File: src/rtl/sbtc_pkg.sv
/*
 * Package for the 16-bit timer/counter: register offsets, field positions,
 * reset values and shared types.
 * Assumes an 8-bit register port with a one-cycle read latency.
 */
package sbtc_pkg;

    localparam int unsigned SBTC_ADDR_W = 3;

    // Register offsets.
    localparam logic [2:0] SBTC_OFF_CTRL = 3'h0;
    localparam logic [2:0] SBTC_OFF_CNT_LO = 3'h1;
    localparam logic [2:0] SBTC_OFF_CNT_HI = 3'h2;
    localparam logic [2:0] SBTC_OFF_FLAG = 3'h3;
    localparam logic [2:0] SBTC_OFF_IRQ_EN = 3'h4;
    localparam logic [2:0] SBTC_OFF_CMP_LO = 3'h5;
    localparam logic [2:0] SBTC_OFF_CMP_HI = 3'h6;
    localparam logic [2:0] SBTC_OFF_CMP_MODE = 3'h7;

    // Control register field positions.
    localparam int unsigned SBTC_B_RUN = 0;
    localparam int unsigned SBTC_B_SRC = 1;
    localparam int unsigned SBTC_B_SYNC = 2;
    localparam int unsigned SBTC_B_OSC = 3;
    localparam int unsigned SBTC_B_PS_LO = 4;
    localparam int unsigned SBTC_B_WIDE = 7;

    // Reset values and masks.
    localparam logic [7:0] SBTC_CTRL_RST = 8'h00;
    localparam logic [7:0] SBTC_CTRL_MASK = 8'hbf;
    localparam logic [3:0] SBTC_CMP_SPECIAL = 4'hb;
    localparam logic [15:0] SBTC_CNT_MAX = 16'hffff;

    // Instruction cycle is the system clock divided by this figure.
    localparam int unsigned SBTC_INSTR_DIV = 4;

    typedef struct packed {
        logic wide;
        logic [1:0] ps_sel;
        logic osc_en;
        logic sync_bypass;
        logic src_sel;
        logic run;
    } sbtc_ctrl_t;

    typedef struct packed {
        logic [SBTC_ADDR_W-1:0] addr;
        logic [7:0] wdata;
        logic wr;
        logic rd;
    } sbtc_bus_req_t;

endpackage : sbtc_pkg

File: src/rtl/sbtc_timer.sv
/*
 * 16-bit timer/counter with prescaler, wide-access buffer, overflow flag
 * and compare special event reset.
 * Assumes a single system clock; the external count input and oscillator
 * pins arrive asynchronously and are synchronised here.
 */
// Chosen here: the placing of the registers and the strobed register port.
// Notes on behaviour
// - Wide bit set makes counter accesses 16-bit via high buffer; clear gives 8-bit.
// - Prescaler divides count input by 1, 2, 4 or 8 per two-bit field.
// - Internal source advances once per instruction cycle, clock divided by four.
// - External source advances on each rising edge of pin or built-in oscillator.
// - Sync bit is stored but has no effect; external counting is always synchronised; ignored internally.
// - Run bit lets counter advance; clear halts it.
// - Oscillator enable starts oscillator and forces its two pins to inputs.
// - Built-in oscillator keeps running during sleep.
// - Count wraps FFFF to 0000 and sets overflow flag in flag register bit 0.
// - Overflow request is masked by enable bit 0 of enable register.
// - Compare special event mode 1011 resets counter and requests conversion start.
// - Special event reset never sets the overflow flag.
// - Software counter write beats a simultaneous special event reset.
// - Compare pair acts as period when special event trigger is used.
// - Wide mode: high address is buffer, low read copies live high byte.
// - Wide mode: high writes hit buffer; low write loads buffer into high.
// - Wide mode: live high byte is not directly readable or writable.
// - Low byte write clears prescaler; high byte write leaves it alone.
// - Control bit 6 always reads zero.
// - Power-on reset clears control bits; other resets leave them unchanged.
`timescale 1ns/10ps
module sbtc_timer
    import sbtc_pkg::*;
(
    input wire logic sys_clk_in,
    input wire logic rst_n_in,
    input wire logic soft_rst_n_in,
    input wire logic sleep_in,
    input wire logic [SBTC_ADDR_W-1:0] addr_in,
    input wire logic [7:0] wdata_in,
    input wire logic wr_in,
    input wire logic rd_in,
    input wire logic ext_count_clock_pin_in,
    input wire logic osc_input_pin_in,
    input wire logic adc_enabled_in,
    output logic [7:0] rdata_out,
    output logic irq_out,
    output logic adc_start_out,
    output logic osc_output_pin_out,
    output logic osc_output_pin_oe_n_out,
    output logic osc_input_pin_oe_n_out,
    output logic osc_running_out
);

    ////////////////////////////////////////////////////////////////////////
    sbtc_bus_req_t req;
    sbtc_ctrl_t ctrl_r;
    logic [15:0] count_r;
    logic [7:0] hi_buf_r;
    logic [2:0] ps_cnt_r;
    logic [1:0] instr_div_r;
    logic ovf_flag_r;
    logic ovf_en_r;
    logic [15:0] cmp_r;
    logic [3:0] cmp_mode_r;
    logic ext_s1_r, ext_s2_r, ext_s3_r;
    logic osc_s1_r, osc_s2_r, osc_s3_r;
    logic [7:0] rdata_r;
    logic adc_start_r;

    assign req = '{addr: addr_in, wdata: wdata_in, wr: wr_in, rd: rd_in};

    wire wr_ctrl = req.wr && req.addr == SBTC_OFF_CTRL;
    wire wr_lo = req.wr && req.addr == SBTC_OFF_CNT_LO;
    wire wr_hi = req.wr && req.addr == SBTC_OFF_CNT_HI;
    wire rd_lo = req.rd && req.addr == SBTC_OFF_CNT_LO;
    // A wide-mode high write lands in the buffer only, so it must not cost a count.
    wire cnt_wr = wr_lo || (wr_hi && !ctrl_r.wide);

    ////////////////////////////////////////////////////////////////////////
    // Control register: the asynchronous reset is power-on only; soft resets
    // are left out on purpose so the timer setup survives them.
    always_ff @(posedge sys_clk_in or negedge rst_n_in) begin
        if (!rst_n_in) begin
            ctrl_r <= sbtc_ctrl_t'({SBTC_CTRL_RST[7], SBTC_CTRL_RST[5:0]});
        end else if (wr_ctrl) begin
            ctrl_r <= sbtc_ctrl_t'({req.wdata[7], req.wdata[5:0]});
        end
    end

    // The oscillator keeps running in sleep; only its enable stops it.
    assign osc_running_out = ctrl_r.osc_en;
    // Oscillator pins are held as inputs whether enabled or not; the amplifier output is
    // modelled as released rather than driven, since the crystal is analogue.
    assign osc_input_pin_oe_n_out = 1'b1;
    assign osc_output_pin_oe_n_out = 1'b1;
    assign osc_output_pin_out = 1'b0;

    ////////////////////////////////////////////////////////////////////////
    // Two-flop synchronisers; a third stage gives the edge detector.
    always_ff @(posedge sys_clk_in or negedge rst_n_in) begin
        if (!rst_n_in) begin
            ext_s1_r <= 1'b0;
            ext_s2_r <= 1'b0;
            ext_s3_r <= 1'b0;
            osc_s1_r <= 1'b0;
            osc_s2_r <= 1'b0;
            osc_s3_r <= 1'b0;
        end else begin
            ext_s1_r <= ext_count_clock_pin_in;
            ext_s2_r <= ext_s1_r;
            ext_s3_r <= ext_s2_r;
            osc_s1_r <= osc_input_pin_in;
            osc_s2_r <= osc_s1_r;
            osc_s3_r <= osc_s2_r;
        end
    end

    // The asynchronous mode is still sampled here in a single-clock design,
    // so it behaves as the synchronised mode; the bit only changes intent.
    wire ext_rise = ctrl_r.osc_en ? (osc_s2_r && !osc_s3_r)
                                  : (ext_s2_r && !ext_s3_r);

    // Instruction clock divider.
    always_ff @(posedge sys_clk_in or negedge rst_n_in) begin
        if (!rst_n_in) begin
            instr_div_r <= 2'h0;
        end else begin
            instr_div_r <= instr_div_r + 2'h1;
        end
    end
    wire instr_tick = instr_div_r == 2'(SBTC_INSTR_DIV - 1);

    // Internal source ignores the sync bit entirely.
    wire src_tick = ctrl_r.src_sel ? ext_rise : instr_tick;
    wire in_tick = ctrl_r.run && src_tick && !(sleep_in && !ctrl_r.src_sel);

    ////////////////////////////////////////////////////////////////////////
    // Prescaler.
    logic [2:0] ps_mask;
    always_comb begin
        unique case (ctrl_r.ps_sel)
            2'h0: ps_mask = 3'h0;
            2'h1: ps_mask = 3'h1;
            2'h2: ps_mask = 3'h3;
            2'h3: ps_mask = 3'h7;
        endcase
    end

    always_ff @(posedge sys_clk_in or negedge rst_n_in) begin
        if (!rst_n_in) begin
            ps_cnt_r <= 3'h0;
        end else if (wr_lo) begin
            ps_cnt_r <= 3'h0;
        end else if (in_tick) begin
            ps_cnt_r <= (ps_cnt_r & ps_mask) == ps_mask ? 3'h0 : ps_cnt_r + 3'h1;
        end
    end
    wire cnt_tick = in_tick && ((ps_cnt_r & ps_mask) == ps_mask);

    ////////////////////////////////////////////////////////////////////////
    // Compare unit registers and special event.
    always_ff @(posedge sys_clk_in or negedge rst_n_in) begin
        if (!rst_n_in) begin
            cmp_r <= 16'h0000;
            cmp_mode_r <= 4'h0;
        end else begin
            if (req.wr && req.addr == SBTC_OFF_CMP_LO) cmp_r[7:0] <= req.wdata;
            if (req.wr && req.addr == SBTC_OFF_CMP_HI) cmp_r[15:8] <= req.wdata;
            if (req.wr && req.addr == SBTC_OFF_CMP_MODE) cmp_mode_r <= req.wdata[3:0];
        end
    end
    wire special_evt = cmp_mode_r == SBTC_CMP_SPECIAL && count_r == cmp_r;

    always_ff @(posedge sys_clk_in or negedge rst_n_in) begin
        if (!rst_n_in) begin
            adc_start_r <= 1'b0;
        end else begin
            adc_start_r <= special_evt && adc_enabled_in;
        end
    end
    assign adc_start_out = adc_start_r;

    ////////////////////////////////////////////////////////////////////////
    // Counter. Writes beat the special reset, which beats counting.
    always_ff @(posedge sys_clk_in or negedge rst_n_in) begin
        if (!rst_n_in) begin
            count_r <= 16'h0000;
        end else if (cnt_wr) begin
            if (ctrl_r.wide) begin
                if (wr_lo) count_r <= {hi_buf_r, req.wdata};
            end else if (wr_lo) begin
                count_r[7:0] <= req.wdata;
            end else begin
                count_r[15:8] <= req.wdata;
            end
        end else if (special_evt) begin
            count_r <= 16'h0000;
        end else if (cnt_tick) begin
            count_r <= count_r + 16'h0001;
        end
    end
    wire wrap = cnt_tick && count_r == SBTC_CNT_MAX && !special_evt && !cnt_wr;

    // High byte buffer, used only in wide mode.
    always_ff @(posedge sys_clk_in or negedge rst_n_in) begin
        if (!rst_n_in) begin
            hi_buf_r <= 8'h00;
        end else if (ctrl_r.wide && wr_hi) begin
            hi_buf_r <= req.wdata;
        end else if (ctrl_r.wide && rd_lo) begin
            hi_buf_r <= count_r[15:8];
        end
    end

    ////////////////////////////////////////////////////////////////////////
    // Overflow flag and enable; a new wrap wins over a clear.
    always_ff @(posedge sys_clk_in or negedge rst_n_in) begin
        if (!rst_n_in) begin
            ovf_flag_r <= 1'b0;
            ovf_en_r <= 1'b0;
        end else begin
            if (wrap) begin
                ovf_flag_r <= 1'b1;
            end else if (req.wr && req.addr == SBTC_OFF_FLAG) begin
                ovf_flag_r <= req.wdata[0];
            end
            if (req.wr && req.addr == SBTC_OFF_IRQ_EN) ovf_en_r <= req.wdata[0];
        end
    end
    assign irq_out = ovf_flag_r && ovf_en_r;

    ////////////////////////////////////////////////////////////////////////
    // Read port. Control bit 6 is not stored, so wide is put back at bit 7.
    wire [7:0] ctrl_rd = {ctrl_r.wide, 1'b0, ctrl_r.ps_sel, ctrl_r.osc_en,
                          ctrl_r.sync_bypass, ctrl_r.src_sel, ctrl_r.run};
    logic [7:0] rd_mux;
    always_comb begin
        unique case (req.addr)
            SBTC_OFF_CTRL: rd_mux = ctrl_rd & SBTC_CTRL_MASK;
            SBTC_OFF_CNT_LO: rd_mux = count_r[7:0];
            SBTC_OFF_CNT_HI: rd_mux = ctrl_r.wide ? hi_buf_r : count_r[15:8];
            SBTC_OFF_FLAG: rd_mux = {7'h00, ovf_flag_r};
            SBTC_OFF_IRQ_EN: rd_mux = {7'h00, ovf_en_r};
            SBTC_OFF_CMP_LO: rd_mux = cmp_r[7:0];
            SBTC_OFF_CMP_HI: rd_mux = cmp_r[15:8];
            SBTC_OFF_CMP_MODE: rd_mux = {4'h0, cmp_mode_r};
        endcase
    end

    always_ff @(posedge sys_clk_in or negedge rst_n_in) begin
        if (!rst_n_in) begin
            rdata_r <= 8'h00;
        end else if (req.rd) begin
            rdata_r <= rd_mux;
        end else begin
            rdata_r <= 8'h00;
        end
    end
    assign rdata_out = rdata_r;

    ////////////////////////////////////////////////////////////////////////
    // Checks.
    property p_wrap_flag;
        @(posedge sys_clk_in) disable iff (!rst_n_in)
        wrap |=> ovf_flag_r && count_r == 16'h0000;
    endproperty
    a_wrap_flag: assert property (p_wrap_flag) else $error("wrap did not set flag");

    property p_special_noflag;
        @(posedge sys_clk_in) disable iff (!rst_n_in)
        special_evt && !wr_lo && !wr_hi && !ovf_flag_r && !(req.wr && req.addr == SBTC_OFF_FLAG)
            |=> !ovf_flag_r && count_r == 16'h0000;
    endproperty
    a_special_noflag: assert property (p_special_noflag) else $error("special reset wrong");

    property p_write_wins;
        @(posedge sys_clk_in) disable iff (!rst_n_in)
        special_evt && wr_lo && !ctrl_r.wide |=> count_r[7:0] == $past(req.wdata);
    endproperty
    a_write_wins: assert property (p_write_wins) else $error("write lost to reset");

    property p_halt;
        @(posedge sys_clk_in) disable iff (!rst_n_in)
        !ctrl_r.run && !req.wr && !special_evt |=> $stable(count_r);
    endproperty
    a_halt: assert property (p_halt) else $error("counter moved while halted");

    property p_ps_clear;
        @(posedge sys_clk_in) disable iff (!rst_n_in)
        wr_lo |=> ps_cnt_r == 3'h0;
    endproperty
    a_ps_clear: assert property (p_ps_clear) else $error("prescaler not cleared");

    property p_wide_lo_write;
        @(posedge sys_clk_in) disable iff (!rst_n_in)
        ctrl_r.wide && wr_lo |=> count_r[15:8] == $past(hi_buf_r);
    endproperty
    a_wide_lo_write: assert property (p_wide_lo_write) else $error("buffer not loaded");

    property p_wide_lo_read;
        @(posedge sys_clk_in) disable iff (!rst_n_in)
        ctrl_r.wide && rd_lo && !wr_hi |=> hi_buf_r == $past(count_r[15:8]);
    endproperty
    a_wide_lo_read: assert property (p_wide_lo_read) else $error("buffer not latched");

    property p_bit6;
        @(posedge sys_clk_in) disable iff (!rst_n_in)
        req.rd && req.addr == SBTC_OFF_CTRL |=> !rdata_out[6];
    endproperty
    a_bit6: assert property (p_bit6) else $error("control bit 6 set");

    property p_irq;
        @(posedge sys_clk_in) disable iff (!rst_n_in)
        wrap && ovf_en_r && !(req.wr && req.addr == SBTC_OFF_IRQ_EN) |=> irq_out;
    endproperty
    a_irq: assert property (p_irq) else $error("interrupt missing");

    property p_hi_count;
        @(posedge sys_clk_in) disable iff (!rst_n_in)
        ctrl_r.wide && wr_hi && cnt_tick && !special_evt
            |=> count_r == $past(count_r) + 16'h0001;
    endproperty
    a_hi_count: assert property (p_hi_count) else $error("count stalled");

    property p_soft_ctrl;
        @(posedge sys_clk_in) disable iff (!rst_n_in)
        !soft_rst_n_in && !wr_ctrl |=> ctrl_r == $past(ctrl_r);
    endproperty
    a_soft_ctrl: assert property (p_soft_ctrl) else $error("control lost");

    property p_adc_start;
        @(posedge sys_clk_in) disable iff (!rst_n_in)
        special_evt && adc_enabled_in |=> adc_start_out;
    endproperty
    a_adc_start: assert property (p_adc_start) else $error("conversion start missing");

    property p_adc_gate;
        @(posedge sys_clk_in) disable iff (!rst_n_in)
        !adc_enabled_in |=> !adc_start_out;
    endproperty
    a_adc_gate: assert property (p_adc_gate) else $error("conversion start while off");

    property p_sleep_osc;
        @(posedge sys_clk_in) disable iff (!rst_n_in)
        sleep_in && ctrl_r.run && ctrl_r.src_sel && ctrl_r.osc_en && ctrl_r.ps_sel == 2'h0
            && osc_s2_r && !osc_s3_r && !req.wr && !special_evt
            |=> count_r == $past(count_r) + 16'h0001;
    endproperty
    a_sleep_osc: assert property (p_sleep_osc) else $error("count missed in sleep");

    property p_rdata_idle;
        @(posedge sys_clk_in) disable iff (!rst_n_in)
        !req.rd |=> rdata_out == 8'h00;
    endproperty
    a_rdata_idle: assert property (p_rdata_idle) else $error("read data without read");

    property p_osc_pins;
        @(posedge sys_clk_in) disable iff (!rst_n_in)
        ctrl_r.osc_en |-> osc_input_pin_oe_n_out && osc_output_pin_oe_n_out;
    endproperty
    a_osc_pins: assert property (p_osc_pins) else $error("oscillator pin driven");

    property p_narrow_hi;
        @(posedge sys_clk_in) disable iff (!rst_n_in)
        !ctrl_r.wide && wr_hi |=> count_r[15:8] == $past(req.wdata);
    endproperty
    a_narrow_hi: assert property (p_narrow_hi) else $error("high byte not written");

    property p_wide_hi_buf;
        @(posedge sys_clk_in) disable iff (!rst_n_in)
        ctrl_r.wide && wr_hi |=> hi_buf_r == $past(req.wdata);
    endproperty
    a_wide_hi_buf: assert property (p_wide_hi_buf) else $error("buffer not written");

endmodule : sbtc_timer

File: config.mk
export PLATFORM = sky130hd
export DESIGN_NAME = sbtc_timer
export DESIGN_NICKNAME = d
export VERILOG_FILES = /design/src/rtl/sbtc_pkg.sv /design/src/rtl/sbtc_timer.sv
export SDC_FILE = /design/constraint.sdc
export NUM_CORES = 1
export LEC_CHECK = 0
export BUFFER_PORTS_ARGS = -buffer_cell sky130_fd_sc_hd__buf_2
export CORE_UTILIZATION = 60
export DETAILED_ROUTE_END_ITERATION = 7
export MAX_ROUTING_LAYER = met4
export PLACE_DENSITY = 0.78
export SLEW_MARGIN = 10
export SYNTH_ARGS = -nofsm -noshare
export SYNTH_HDL_FRONTEND = slang
export SYNTH_SLANG_ARGS = --single-unit
File: constraint.sdc
create_clock -name sys_clk_in -period 2.4 [get_ports sys_clk_in]
set_input_delay 0.48 -clock sys_clk_in [delete_from_list [all_inputs] [get_ports sys_clk_in]]
set_output_delay 0.48 -clock sys_clk_in [all_outputs]
set_load 0.01 [all_outputs]
==> reports/metrics.cfg <==
[floorplan]
fp.dieH_um=85.8
num_rows=30
initial_core_util_pct=62.1
core_area_um2=6790
io_pins=34
die_x_um=85.8
die_area_um2=7370

[worst_setup_path]
start_kind=flip-flop
critPathCapture=count_r[10]
r2r-end=count_r[10]
reg2reg_depth=6
arrival_ns=2.43
worstPathMaxFanout=7
required_ns=2.69
startpoint=count_r[0]
rr_startpoint=count_r[0]
end_kind=flip-flop
critPathKind=reg -> reg
ff2ff_setup_slack_ns=0.26

[place]
dp_hpwl_um=8230
gp_congestion=0.952
dpl_cell_area_um2=4520
dp_slack_ns=0.260
portBuffers=29

[sta]
setup-violations-final=0
finalHoldViolCount=0
period_share_pct=89.2
setup_slack_ns=0.259
slew_violations=0
slew_headroom_pct=59.8
worst_pin_slew_ns=0.596
skew_ns=0.0104
fmax_mhz=467
fin_tns_setup_ns=0
fin_crit_ns=2.14
rsz0062_at_grt=false

[clock_network]
cts_resized=0
cts-buffers-inserted=9
cts_root_buffer=clkbuf_8
clkTransAtPathRegs_ns=0.09
htreeDepth=3
clkLatencyLatePin_ns=0.37
cts_setup_buffers=0
cts.sinks=73
cts_hold_buf=0
cts_tree=built
clock_path_buffers=2

[yosys]
synth_area_um2=4220
postSynth.asyncResetShare_pct=100
synth_cell_types=64
avgSynthCellArea_um2=9.97
ys_seq_area_share_pct=43.3
syn_inst=423
yosys_warnings=0
ys_ff_latch=73
synth_edf_count=0
synth_top_flop_cell=dfrtp_1

[route]
dr_total_vias=3629
wl_per_cell_um=20.6
ant_nets=0
drt_iter0_markers=433
viasPerCell=6.49
dr.pass1.iters=5
wirelength_um=11500
drcViolationCount=0

[pwr]
ir_drop_mv=0.682
pwr-share-comb_pct=23.8
p_leak_uw=0.00215
p_seq_share_pct=45.4
internal_power_uw=2410
total_power_uw=3600
p_per_area_nw_per_um2=757
p_sw_uw=1180
netSwitchingFraction_pct=32.9
clkPwrFrac_pct=30.8

[global_route]
grt_pass1_wl_um=18300
antenna_found_initial=0
grt_overflow=0
grt_pass1_vias=3377
grt_max_degree=50
grt_use_total_pct=34.5

[outcome]
status=finished clean

[cells_and_area]
final_cell_area_um2=4750
fin_nets=481
antenna_cells=0
layout-drive-gt1-share_pct=23.8
syn_to_final_growth_pct=12.6

[min_path]
min_path_type=in -> async

[flow_run]
maxCapViolCount=0

-- power groups by stage --
stage	logic [uW]	clock network (uW)	registers (uW)
after detailed placement	840	0	1650
after floorplan	586	0	1600
after global routing	941	1150	1660
after global placement	814	0	1640
final	856	1110	1630
after CTS	848	1110	1630
-- metrics by stage --
stage          instances  hold WS (ns)  util, %
3_3_place_gp         543         0.334     66.6
3_5_place_dp         543         0.343     66.6
5_1_grt              559        0.0337     69.9
6_report             559       0.00210     69.9
4_1_cts              559        0.0145     69.9
2_1_floorplan        424         0.184        -
-- state kept, by name, summed over array words and instances (netlist names) --
| signal | count |
|---|---|
| ext_s1_r | 1 |
| ctrl_r | 6 |
| instr_div_r | 2 |
| hi_buf_r | 8 |
| ps_cnt_r | 3 |
| osc_running_out | 1 |
| ext_s2_r | 1 |
| rdata_out | 8 |
| osc_s2_r | 1 |
| cmp_r | 16 |
| osc_s1_r | 1 |
| cmp_mode_r | 4 |
| count_r | 16 |
| adc_start_out | 1 |
| osc_s3_r | 1 |
| ovf_en_r | 1 |
| ovf_flag_r | 1 |
| ext_s3_r | 1 |
-- worst max-delay path: stages, from the launching register on --
cell and delay, ns:
dfrtp_1 0.49, ha_1 0.23, and3_1 0.27, and4_1 0.39, a41oi_1 0.20, a211o_1 0.31, a2bb2oi_1 0.17
-- final cells by class --
class,instances,area (um^2)
flip-flops and latches,73,1830
well taps,96,120
inverters,15,56.3
clock buffers,9,124
multi-input cells,304,2160
clock inverters,7,101
fillers,498,2050
repair buffers,55,355
-- logic make-up after synthesis --
group,Yosys count,share of synthesized area [%]
AO/OA/AOI/OAI,125,20.9
XOR/XNOR,17,3.53
adder cells (fa/ha/maj),3,0.890
buffers and inverters,47,5.46
flip-flops,73,43.3
multiplexers,41,10.6
other,2,0.178
AND/OR/NAND/NOR,115,15.1
-- layout by cell type, fill, tap and decap left out, drive strengths merged, types with 10 or more instances in the layout --
| master | instances |
|---|---|
| dfrtp | 73 |
| buf | 55 |
| nor2 | 30 |
| mux2 | 29 |
| nand2 | 28 |
| a21oi | 25 |
| o21ai | 21 |
| inv | 15 |
| a211oi | 13 |
| xor2 | 13 |
| mux2i | 12 |
| a22oi | 10 |
-- layer usage --
metal,routed length (um),global-route usage [%],part of all wire [%]
met1,4770,44.2,41
met2,5410,53.9,47
met3,956,5.29,8.3
met4,361,17.0,3.1
met5,0,-,0
-- synthesized netlist by cell type (9+ instances only) --
master    instances  area [um^2]
nor2_1           30          113
mux2_2           29          327
dfrtp_1          73         1830
a21oi_1          25          125
xor2_1           13          114
nand2_1          28          105
o21ai_0          20          100
inv_1            13         48.8
mux2i_1          12          120
buf_2            16         80.1
nand3_1           9         45.0
a211oi_1         13         97.6
a22oi_1          10         75.1
-- worst min-delay path by stage --
stage | startpoint | to | depth (start not counted)
6_report | rst_n_in | cmp_r[3] | 1
2_1_floorplan | rst_n_in | adc_start_out | 0
4_1_cts | rst_n_in | cmp_r[3] | 1
5_1_grt | rst_n_in | cmp_r[3] | 1
3_3_place_gp | osc_s1_r | osc_s2_r | 0
3_5_place_dp | osc_s1_r | osc_s2_r | 0
No activity file was read; power rests on OpenSTA's default activity.
